==> config.mk <==
export PLATFORM = sky130hd
export DESIGN_NAME = itcoa_top
export DESIGN_NICKNAME = d
export VERILOG_FILES = /design/src/pkg/itcoa_pkg.sv /design/src/rtl/itcoa_top.sv /design/src/rtl/itcoa_sync.sv /design/src/rtl/itcoa_addr_match.sv
export SDC_FILE = /design/constraint.sdc
export NUM_CORES = 1
export LEC_CHECK = 0
export BUFFER_PORTS_ARGS = -buffer_cell sky130_fd_sc_hd__buf_2
export CORE_MARGIN = 2
export CORE_UTILIZATION = 45
export CTS_BUF_LIST = sky130_fd_sc_hd__clkbuf_4 sky130_fd_sc_hd__clkbuf_8
export CTS_CLUSTER_DIAMETER = 100
export DETAILED_ROUTE_END_ITERATION = 8
export HOLD_SLACK_MARGIN = 0.1
export PLACE_DENSITY = 0.7
export SLEW_MARGIN = 5
export SYNTH_ARGS = -nofsm -noshare
export SYNTH_HDL_FRONTEND = slang
export SYNTH_SLANG_ARGS = --single-unit
==> constraint.sdc <==
create_clock -name CLK -period 4.7 [get_ports CLK]
set_input_delay 1.41 -clock CLK [delete_from_list [all_inputs] [get_ports CLK]]
set_output_delay 1.41 -clock CLK [all_outputs]
set_load 0.05 [all_outputs]
==> src/pkg/itcoa_pkg.sv <==
// Constants of the transfer control block
package itcoa_pkg;
    localparam int          ADDR_W        = 8;
    localparam int          DATA_W        = 32;
    localparam int          FIELD_W       = 8;
    localparam logic [7:0]  OFS_CTRL_ONE  = 8'h00;
    localparam logic [7:0]  OFS_CTRL_TWO  = 8'h04;
    localparam logic [7:0]  OFS_OWN_ADDR  = 8'h08;
    localparam logic [7:0]  OFS_STATUS    = 8'h18;
    localparam logic [31:0] RST_WORD      = 32'h0000_0000;
    // Control one
    localparam int          C1_ENABLE     = 0;
    localparam int          C1_SBC        = 16;
    localparam int          C1_PEC_EN     = 23;
    // Control two
    localparam int          C2_LOW_MSB    = 12;
    localparam int          C2_START      = 13;
    localparam int          C2_STOP       = 14;
    localparam int          C2_NACK       = 15;
    localparam int          C2_CNT_LSB    = 16;
    localparam int          C2_CNT_MSB    = 23;
    localparam int          C2_RELOAD     = 24;
    localparam int          C2_ENDM       = 25;
    localparam int          C2_PECREQ     = 26;
    // Own address one
    localparam int          OA_VAL_MSB    = 9;
    localparam int          OA_LEN        = 10;
    localparam int          OA_EN         = 15;
    localparam int          OA7_MSB       = 7;
    localparam int          OA7_LSB       = 1;
    // Status
    localparam int          ST_TC         = 0;
    localparam int          ST_TCR        = 1;
    localparam int          ST_BUS_STOP   = 2;
    localparam int          ST_CNT_LSB    = 8;
    localparam int          ST_CNT_MSB    = 15;
    localparam logic [7:0]  CNT_ZERO      = 8'h00;
    localparam logic [7:0]  CNT_ONE       = 8'h01;
endpackage

==> src/rtl/itcoa_top.sv <==
// Transfer control and own-address unit
//
// Contract
// RULE_01 - Stop request sends stop, cleared by hardware
// RULE_02 - Nack request cleared on stop, match, disable
// RULE_03 - Slave: nack request selects next byte answer
// RULE_04 - Master receive: last byte is nacked
// RULE_05 - Slave receive overrun always nacks; code answers a checked byte by the check result
// RULE_06 - Checked byte answer follows check result
// RULE_07 - Byte count sets transfer length
// RULE_08 - Count written only while start clear; code writes it on every control two write
// RULE_09 - Reload: flag, hold clock, await count
// RULE_10 - No reload: transfer ends after count
// RULE_11 - Software end: complete flag, hold clock
// RULE_12 - Automatic end: stop after last byte
// RULE_13 - End mode ignored in slave or reload
// RULE_14 - Check byte request set, hardware clears
// RULE_15 - Check request ignored in reload, plain slave
// RULE_16 - Without SMBus check request reads zero
// RULE_17 - Seven bits compare 7:1, ten compare all
// RULE_18 - Bit 10 picks address length
// RULE_19 - Bit 15 picks ack or nack of match
// RULE_20 - Slave byte control enables slave counting
// RULE_21 - Start cleared on sent, loss, timeout, disable
// RULE_22 - Internal counter loads and counts down
// RULE_23 - Reserved bits read zero
`timescale 1ns/10ps
module itcoa_top
    import itcoa_pkg::*;
#(
    parameter int   COUNT_W  = FIELD_W,
    parameter logic SMBUS_EN = 1'b1
) (
    input  wire logic                CLK,          // 50 MHz clock
    input  wire logic                RESET,        // Async reset, high
    input  wire logic                PSEL,         // APB select
    input  wire logic                PENABLE,      // APB enable
    input  wire logic                PWRITE,       // APB direction
    input  wire logic [ADDR_W-1:0]   PADDR,        // APB byte address
    input  wire logic [DATA_W-1:0]   PWDATA,       // APB write data
    output logic      [DATA_W-1:0]   PRDATA,       // APB read data
    output logic                     PREADY,       // APB ready
    output logic                     PSLVERR,      // APB error
    input  wire logic                SCL_IN,       // Bus clock pin
    input  wire logic                SDA_IN,       // Bus data pin
    input  wire logic                MASTER_MODE,  // Acting as master
    input  wire logic                RX_MODE,      // Receiving bytes
    input  wire logic                START_SENT,   // Start and address out
    input  wire logic                ARB_LOST,     // Arbitration lost
    input  wire logic                TIMEOUT,      // Bus timeout
    input  wire logic                STOP_SENT,    // Stop went out
    input  wire logic                BYTE_DONE,    // Byte moved
    input  wire logic                OVERRUN,      // Slave overrun
    input  wire logic                PEC_OK,       // Check byte matched
    input  wire logic                RX_ADDR_VALID,// Address received
    input  wire logic [OA_VAL_MSB:0] RX_ADDR,      // Received address
    input  wire logic                RX_ADDR_TEN,  // Ten-bit address
    output logic                     START_REQ,    // Start wanted
    output logic                     STOP_REQ,     // Stop wanted
    output logic                     NACK_SEND,    // Answer nack
    output logic                     SCL_HOLD,     // Stretch clock low
    output logic                     PEC_SEND,     // Next byte is check
    output logic                     ADDR_MATCH,   // Own address pulse
    output logic                     ADDR_ACK      // Ack the address
);
    generate
        if (COUNT_W < 1 || COUNT_W > FIELD_W) begin : g_chk
            $error("COUNT_W must be 1 to 8");
        end
    endgenerate

    // Registers
    logic                enable_ff;
    logic                sbc_ff;
    logic                pec_en_ff;
    logic [C2_LOW_MSB:0] low_ff;
    logic                start_ff;
    logic                stop_ff;
    logic                nack_ff;
    logic [COUNT_W-1:0]  count_ff;
    logic                reload_ff;
    logic                endm_ff;
    logic                pecreq_ff;
    logic [OA_VAL_MSB:0] oa_val_ff;
    logic                oa_len_ff;
    logic                oa_en_ff;
    logic [COUNT_W-1:0]  cnt_ff;
    logic                tc_ff;
    logic                tcr_ff;
    logic                bus_stop_ff;
    logic                match_ff;
    logic                ack_ff;
    logic [DATA_W-1:0]   prdata_ff;
    logic                sda_prev_ff;

    // Bus decode
    logic apb_setup;
    logic apb_wr;
    logic sel_c1;
    logic sel_c2;
    logic sel_oa;
    logic sel_st;
    logic mapped;
    assign sel_c1    = (PADDR == OFS_CTRL_ONE);
    assign sel_c2    = (PADDR == OFS_CTRL_TWO);
    assign sel_oa    = (PADDR == OFS_OWN_ADDR);
    assign sel_st    = (PADDR == OFS_STATUS);
    assign mapped    = sel_c1 || sel_c2 || sel_oa || sel_st;
    assign apb_setup = PSEL && !PENABLE;
    assign apb_wr    = PSEL && PENABLE && PWRITE && mapped;
    assign PREADY    = 1'b1;
    assign PSLVERR   = PSEL && PENABLE && !mapped;
    assign PRDATA    = prdata_ff;

    logic wr_c1;
    logic wr_c2;
    logic wr_oa;
    assign wr_c1 = apb_wr && sel_c1;
    assign wr_c2 = apb_wr && sel_c2;
    assign wr_oa = apb_wr && sel_oa;

    logic set_start;
    logic set_stop;
    logic set_nack;
    logic set_pec;
    assign set_start = wr_c2 && PWDATA[C2_START];
    assign set_stop  = wr_c2 && PWDATA[C2_STOP];
    assign set_nack  = wr_c2 && PWDATA[C2_NACK];
    assign set_pec   = wr_c2 && PWDATA[C2_PECREQ] && SMBUS_EN; // RULE_16

    logic [COUNT_W-1:0] wr_count;
    assign wr_count = PWDATA[C2_CNT_LSB +: COUNT_W];

    // Bus pins and received stop
    logic [1:0] pins;
    logic       scl_lvl;
    logic       sda_lvl;
    logic       stop_rx;
    itcoa_sync #(
        .WIDTH (2)
    ) u_sync (
        .clk    (CLK),
        .reset  (RESET),
        .pin_in ({SCL_IN, SDA_IN}),
        .level  (pins)
    );
    assign scl_lvl = pins[1];
    assign sda_lvl = pins[0];
    // Data rising while clock high marks a stop
    assign stop_rx = scl_lvl && sda_lvl && !sda_prev_ff;

    // Own address
    logic addr_hit;
    logic addr_event;
    itcoa_addr_match u_match (
        .own_addr (oa_val_ff),
        .ten_bit  (oa_len_ff),
        .rx_addr  (RX_ADDR),
        .rx_ten   (RX_ADDR_TEN),
        .hit      (addr_hit)
    );
    assign addr_event = RX_ADDR_VALID && addr_hit && oa_en_ff; // RULE_19

    // Counting state
    logic cnt_active;
    logic last_byte;
    logic done_last;
    logic pec_live;
    logic pec_byte;
    logic auto_stop;
    logic set_tc;
    logic set_tcr;
    logic reload_wr;
    assign cnt_active = enable_ff && (MASTER_MODE || sbc_ff);   // RULE_07 RULE_20
    assign last_byte  = cnt_active && (cnt_ff == CNT_ONE[COUNT_W-1:0]);
    assign done_last  = BYTE_DONE && last_byte;                 // RULE_10
    assign pec_live   = pecreq_ff && !reload_ff && cnt_active;  // RULE_15
    assign pec_byte   = pec_live && last_byte;
    assign auto_stop  = done_last && MASTER_MODE && !reload_ff && endm_ff; // RULE_12 RULE_13
    assign set_tc     = done_last && MASTER_MODE && !reload_ff && !endm_ff; // RULE_11 RULE_13
    assign set_tcr    = done_last && reload_ff;                 // RULE_09
    assign reload_wr  = wr_c2 && tcr_ff && (wr_count != '0);

    // Acknowledge choice
    logic nack_pec;
    logic nack_ovr;
    logic nack_last;
    logic nack_sw;
    assign nack_pec  = pec_byte && pec_en_ff && !PEC_OK;            // RULE_06
    assign nack_ovr  = !MASTER_MODE && RX_MODE && OVERRUN;          // RULE_05
    assign nack_last = MASTER_MODE && RX_MODE && last_byte
                       && !reload_ff;                               // RULE_04
    assign nack_sw   = !MASTER_MODE && nack_ff;                     // RULE_03
    assign NACK_SEND = (pec_byte && pec_en_ff) ? nack_pec
                     : (nack_ovr || nack_last || nack_sw);

    // Next values of request bits
    logic nxt_start;
    logic nxt_stop;
    logic nxt_nack;
    logic nxt_pec;
    assign nxt_start = !enable_ff ? 1'b0
                     : set_start ? 1'b1
                     : (START_SENT || ARB_LOST || TIMEOUT) ? 1'b0
                     : start_ff;                                    // RULE_21
    assign nxt_stop  = !enable_ff ? 1'b0
                     : (set_stop || auto_stop) ? 1'b1
                     : STOP_SENT ? 1'b0
                     : stop_ff;                                     // RULE_01
    assign nxt_nack  = !enable_ff ? 1'b0
                     : set_nack ? 1'b1
                     : (STOP_SENT || addr_event) ? 1'b0
                     : nack_ff;                                     // RULE_02
    assign nxt_pec   = !enable_ff ? 1'b0
                     : set_pec ? 1'b1
                     : ((BYTE_DONE && pec_byte) || stop_rx
                        || addr_event) ? 1'b0
                     : pecreq_ff;                                   // RULE_14

    // Counter loads on start or reload
    logic [COUNT_W-1:0] nxt_cnt;
    assign nxt_cnt = !enable_ff ? '0
                   : (START_SENT || reload_wr) ? count_ff
                   : (BYTE_DONE && cnt_active && cnt_ff != '0)
                     ? cnt_ff - 1'b1
                   : cnt_ff;                                        // RULE_22

    // Hardware set wins over software clear
    logic nxt_tc;
    logic nxt_tcr;
    assign nxt_tc  = !enable_ff ? 1'b0
                   : set_tc ? 1'b1
                   : (set_start || set_stop) ? 1'b0
                   : tc_ff;                                         // RULE_11
    assign nxt_tcr = !enable_ff ? 1'b0
                   : set_tcr ? 1'b1
                   : reload_wr ? 1'b0
                   : tcr_ff;                                        // RULE_09

    // Read mux
    logic [DATA_W-1:0] rd_c1;
    logic [DATA_W-1:0] rd_c2;
    logic [DATA_W-1:0] rd_oa;
    logic [DATA_W-1:0] rd_st;
    logic [DATA_W-1:0] rd_word;
    always_comb begin
        rd_c1 = RST_WORD;
        rd_c2 = RST_WORD;
        rd_oa = RST_WORD;
        rd_st = RST_WORD;
        rd_c1[C1_ENABLE]               = enable_ff;
        rd_c1[C1_SBC]                  = sbc_ff;
        rd_c1[C1_PEC_EN]               = pec_en_ff;
        rd_c2[C2_LOW_MSB:0]            = low_ff;
        rd_c2[C2_START]                = start_ff;
        rd_c2[C2_STOP]                 = stop_ff;
        rd_c2[C2_NACK]                 = nack_ff;
        rd_c2[C2_CNT_LSB +: COUNT_W]   = count_ff;
        rd_c2[C2_RELOAD]               = reload_ff;
        rd_c2[C2_ENDM]                 = endm_ff;
        rd_c2[C2_PECREQ]               = pecreq_ff && SMBUS_EN; // RULE_16
        rd_oa[OA_VAL_MSB:0]            = oa_val_ff;
        rd_oa[OA_LEN]                  = oa_len_ff;
        rd_oa[OA_EN]                   = oa_en_ff;
        rd_st[ST_TC]                   = tc_ff;
        rd_st[ST_TCR]                  = tcr_ff;
        rd_st[ST_BUS_STOP]             = bus_stop_ff;
        rd_st[ST_CNT_LSB +: COUNT_W]   = cnt_ff;
    end
    // Unlisted and reserved bits stay zero
    assign rd_word = sel_c1 ? rd_c1
                   : sel_c2 ? rd_c2
                   : sel_oa ? rd_oa
                   : sel_st ? rd_st
                   : RST_WORD;                                      // RULE_23

    // Control one and own address storage
    always_ff @(posedge CLK or posedge RESET) begin
        if (RESET) begin
            enable_ff <= 1'b0;
            sbc_ff    <= 1'b0;
            pec_en_ff <= 1'b0;
            oa_val_ff <= '0;
            oa_len_ff <= 1'b0;
            oa_en_ff  <= 1'b0;
        end else if (wr_c1) begin
            enable_ff <= PWDATA[C1_ENABLE];
            sbc_ff    <= PWDATA[C1_SBC];
            pec_en_ff <= PWDATA[C1_PEC_EN] && SMBUS_EN;
        end else if (wr_oa) begin
            oa_val_ff <= PWDATA[OA_VAL_MSB:0];                      // RULE_17
            oa_len_ff <= PWDATA[OA_LEN];                            // RULE_18
            oa_en_ff  <= PWDATA[OA_EN];                             // RULE_19
        end
    end

    // Control two plain fields
    always_ff @(posedge CLK or posedge RESET) begin
        if (RESET) begin
            low_ff    <= '0;
            count_ff  <= '0;
            reload_ff <= 1'b0;
            endm_ff   <= 1'b0;
        end else if (wr_c2) begin
            low_ff    <= PWDATA[C2_LOW_MSB:0];
            count_ff  <= wr_count;                                  // RULE_08
            reload_ff <= PWDATA[C2_RELOAD];
            endm_ff   <= PWDATA[C2_ENDM];
        end
    end

    // Request bits, counter and flags
    always_ff @(posedge CLK or posedge RESET) begin
        if (RESET) begin
            start_ff  <= 1'b0;
            stop_ff   <= 1'b0;
            nack_ff   <= 1'b0;
            pecreq_ff <= 1'b0;
            cnt_ff    <= '0;
            tc_ff     <= 1'b0;
            tcr_ff    <= 1'b0;
        end else begin
            start_ff  <= nxt_start;
            stop_ff   <= nxt_stop;
            nack_ff   <= nxt_nack;
            pecreq_ff <= nxt_pec;
            cnt_ff    <= nxt_cnt;
            tc_ff     <= nxt_tc;
            tcr_ff    <= nxt_tcr;
        end
    end

    // Address answer, stop seen, read data
    always_ff @(posedge CLK or posedge RESET) begin
        if (RESET) begin
            match_ff    <= 1'b0;
            ack_ff      <= 1'b0;
            bus_stop_ff <= 1'b0;
            sda_prev_ff <= 1'b1;
            prdata_ff   <= RST_WORD;
        end else begin
            match_ff    <= addr_event;
            if (RX_ADDR_VALID) begin
                ack_ff  <= addr_event;                              // RULE_19
            end
            sda_prev_ff <= sda_lvl;
            bus_stop_ff <= enable_ff && (stop_rx
                           || (bus_stop_ff && !set_start));
            if (apb_setup) begin
                prdata_ff <= rd_word;
            end
        end
    end

    // Outputs
    assign START_REQ  = start_ff;
    assign STOP_REQ   = stop_ff && MASTER_MODE;                     // RULE_01
    assign SCL_HOLD   = tc_ff || tcr_ff;                            // RULE_09 RULE_11
    assign PEC_SEND   = pec_byte;                                   // RULE_15
    assign ADDR_MATCH = match_ff;
    assign ADDR_ACK   = ack_ff;
endmodule // itcoa_top

==> src/rtl/itcoa_sync.sv <==
// Three-stage pin synchroniser
`timescale 1ns/10ps
module itcoa_sync #(
    parameter int WIDTH = 2
) (
    input  wire logic             clk,    // Block clock
    input  wire logic             reset,  // Async reset, high
    input  wire logic [WIDTH-1:0] pin_in, // Raw pins
    output logic      [WIDTH-1:0] level   // Filtered level
);
    logic [WIDTH-1:0] s1_ff;
    logic [WIDTH-1:0] s2_ff;
    logic [WIDTH-1:0] s3_ff;
    logic [WIDTH-1:0] lvl_ff;
    logic [WIDTH-1:0] nxt_lvl;

    // Idle bus is high, so reset to ones
    always_ff @(posedge clk or posedge reset) begin
        if (reset) begin
            s1_ff  <= '1;
            s2_ff  <= '1;
            s3_ff  <= '1;
            lvl_ff <= '1;
        end else begin
            s1_ff  <= pin_in;
            s2_ff  <= s1_ff;
            s3_ff  <= s2_ff;
            lvl_ff <= nxt_lvl;
        end
    end

    // A change counts once stages two and three agree
    genvar g;
    generate
        for (g = 0; g < WIDTH; g++) begin : g_bit
            assign nxt_lvl[g] = (s2_ff[g] == s3_ff[g]) ? s3_ff[g] : lvl_ff[g];
        end
    endgenerate

    assign level = lvl_ff;
endmodule // itcoa_sync

==> src/rtl/itcoa_addr_match.sv <==
// Own-address comparator for 7-bit and 10-bit addressing
`timescale 1ns/10ps
module itcoa_addr_match
    import itcoa_pkg::*;
(
    input  wire logic [OA_VAL_MSB:0] own_addr, // Stored address
    input  wire logic                ten_bit,  // Length select
    input  wire logic [OA_VAL_MSB:0] rx_addr,  // Received address
    input  wire logic                rx_ten,   // Received as 10-bit
    output logic                     hit       // Address equal
);
    function automatic logic seven_eq(input logic [OA_VAL_MSB:0] a,
                                      input logic [OA_VAL_MSB:0] b);
        seven_eq = (a[OA7_MSB:OA7_LSB] == b[OA7_MSB:OA7_LSB]);
    endfunction

    // Seven-bit compares bits 7:1
    logic hit7;
    logic hit10;
    assign hit7  = !ten_bit && !rx_ten && seven_eq(own_addr, rx_addr); // RULE_17 RULE_18
    assign hit10 = ten_bit && rx_ten && (own_addr == rx_addr);         // RULE_17 RULE_18
    assign hit   = hit7 || hit10;
endmodule // itcoa_addr_match

==> run_results.csv <==
group,metric,value,unit
outcome,status,"finished clean",
die,rows,35,
die,core,9150,µm²
die,start_util,0.459,
layout,drive_gt1_frac,0.354,
timing,fin_crit_sh,0.808,
cts,cts_sinks,91,
layout,fill_cells,794,
power,finalPower,1500,µW
setup_path,critical_path_class,"flop to output port",
setup_path,crit_path_end_kind,"output port",
power,p_leak,0.00249,µW
power,max-vdd-ir-drop,0.000162,V
timing,maxSlewViolCount,0,
logic_synthesis,synth_seq_cells,91,
die,die_width,101,µm
logic_synthesis,ys_warn_count,0,
place,hpwl,7290,µm
setup_path,reg2reg_slack,2.58,ns
logic_synthesis,synthCells,356,
grt,antenna_found_initial,0,
power,combPwrFrac,0.098,
routing,vias,3111,
cts,ctsHoldBuffers,0,
timing,rsz0062_at_grt,"false",
timing,finalSetupViolCount,0,
setup_path,startpoint_type,"flop",
timing,fmax,0.263,GHz
logic_synthesis,yosysUniqueCellTypes,59,
grt,grt_pass1_vias,3112,
grt,grt_max_degree,56,
layout,final_common_cell,"buf_2",
cts,postCtsSetupRepairBufs,0,
setup_path,path_max_fanout,5,
timing,slew_headroom,0.393,
routing,dr.pass1.iters,5,
grt,grt_use_total,0.202,
timing,finalSetupTns,0,ns
grt,grt_pass1_wl,15700,µm
routing,drtIter0Drc,206,
logic_synthesis,yosysSeqAreaShare,0.545,
routing,routedWlPerCell,16.9,µm
die,ios,109,
grt,grt_overflow_total,0,
power,power_density,304,nW/µm²
timing,finClkSkew,0.0138,ns
power,power.switching,381,µW
layout,final_cell_mix,"97 x buf_2, 82 x dfrtp_1, 23 x mux2_2, 23 x nor2_1, 22 x nand2_1",
power,p_int,1120,µW
logic_synthesis,synthFlopType,"dfrtp_1",
timing,final.min_clock_period,3.80,ns
routing,ant_nets,0,
cts,h-tree-depth,3,
die,die_area,10100,µm²
power,power_frac_clock,0.352,
cts,cts.clk_slew.worst_paths,0.09,ns
timing,hold_violations,0,
place,port_buffers,97,
layout,diodes,0,
logic_synthesis,synth_edf_count,0,
cts,cts_root_buf,"clkbuf_8",
logic_synthesis,postSynthAreaPerCell,11.8,µm²
power,sw_frac_of_total,0.254,
place,gp_congestion,0.845,
worst_hold_path,hp-class,"flop to flop",
setup_path,crit_required,3.29,ns
setup_path,worstPathArrival,2.39,ns
routing,wirelength,9610,µm
cts,clock_path_buffers,2,
timing,worstMarginPinSlew,0.910,ns
logic_synthesis,ys_async_sr_fraction,1.00,
power,power.share.sequential,0.550,
layout,area_delta_synth_final,17.5,%
cts,cts_made_buffers,9,
die,die_h,101,µm
routing,drc_errors,0,
routing,vias_per_cell,5.48,
cts,clk_latency,0.35,ns
logic_synthesis,netlist_area,4200,µm²
run,drv_cap,0,
layout,final_nets,523,
cts,post_cts_resized,0,
cts,cts_tree,"built",
-- metal layers --
layer  GRT usage  vias to the layer above  part of all wire
met5           0                        -                 0
met4      0.0832                        0             0.019
met3      0.0395                       19             0.071
met2       0.309                      124              0.46
met1       0.283                     1492              0.45
li1            -                     1476                 -
-- sequential cells by signal, indices dropped and copies added (netlist names), 2 cells and up --
| name | cells |
|---|---|
| u_sync.s3_ff | 2 |
| low_ff | 13 |
| u_sync.level | 2 |
| u_sync.s1_ff | 2 |
| count_ff | 8 |
| u_sync.s2_ff | 2 |
| oa_val_ff | 10 |
| cnt_ff | 8 |
| PRDATA | 27 |
-- cell usage after synthesis, drive strengths merged (5+ instances only) --
master | instances | area (µm²)
a222oi | 5 | 50.1
mux2i | 7 | 70.1
buf | 15 | 118
o21ai | 16 | 80.1
dfstp | 9 | 236
a21oi | 15 | 78.8
inv | 16 | 60.1
nor2 | 27 | 126
clkbuf | 5 | 18.8
mux2 | 37 | 417
xnor2 | 11 | 96.3
nand2 | 22 | 82.6
dfrtp | 82 | 2050
nand3 | 6 | 30.0
a211oi | 7 | 52.6
a22o | 17 | 149
-- power groups by stage --
stage / Clock (µW) / Combinational [µW] / Sequential (µW)
2_1_floorplan: 0 / 97.0 / 835
3_3_place_gp: 0 / 144 / 840
3_5_place_dp: 0 / 148 / 842
4_1_cts: 543 / 148 / 826
5_1_grt: 585 / 163 / 829
6_report: 528 / 147 / 826
-- cell families after synthesis --
logic type / count (synthesis) / share of synthesized area
other: 2 / 0.00179
and+or+nand+nor: 86 / 0.116
adders and majority gates: 5 / 0.0137
buffers and inverters: 36 / 0.0468
DFF: 91 / 0.545
muxes: 44 / 0.116
xor gates and xnor gates: 15 / 0.0313
AOI/OAI and AO/OA: 77 / 0.130
-- area by class of cell --
type / count / area [µm²] / share of cell area
sequential: 91 / 2290 / 0.464
multi-input combinational: 233 / 1730 / 0.351
timing repair buffer: 101 / 515 / 0.104
clock buffer: 11 / 139 / 0.0281
tap: 111 / 139 / 0.0281
clock inverter: 5 / 61.3 / 0.0124
inverter: 16 / 61.3 / 0.0124
-- critical path, cell delays in order, from the launching register on --
cell and delay (ns):
dfrtp_1 0.47, nor4_2 0.53, and4b_1 0.38, o211a_1 0.19, nand2_1 0.06, mux2i_1 0.13, buf_2 0.27
-- worst paths after layout --
check                                startpoint               to  cells past startpoint
worst max-delay path                  cnt_ff[2]        NACK_SEND                      6
worst min-delay path            u_sync.s1_ff[1]  u_sync.s2_ff[1]                      0
worst max register to register        cnt_ff[0]        cnt_ff[5]                      7
worst min register to register  u_sync.s1_ff[1]  u_sync.s2_ff[1]                      0
max in group asynchronous                 RESET       PRDATA[15]                      3
min in group asynchronous                 RESET        PRDATA[5]                      2
-- per-stage QoR --
stage / util / worst slack [ns] / cell area (µm²) / hold slack (ns) / cells
3_3_place_gp: 0.517 / 0.986 / 4740 / 0.346 / 552
6_report: 0.539 / 0.901 / 4940 / 0.360 / 568
2_1_floorplan: - / 0.469 / 4220 / 0.345 / 360
3_5_place_dp: 0.517 / 1.00 / 4740 / 0.348 / 552
4_1_cts: 0.539 / 0.878 / 4940 / 0.361 / 568
5_1_grt: 0.539 / 0.712 / 4940 / 0.366 / 568
(Power assumes the default switching activity.)
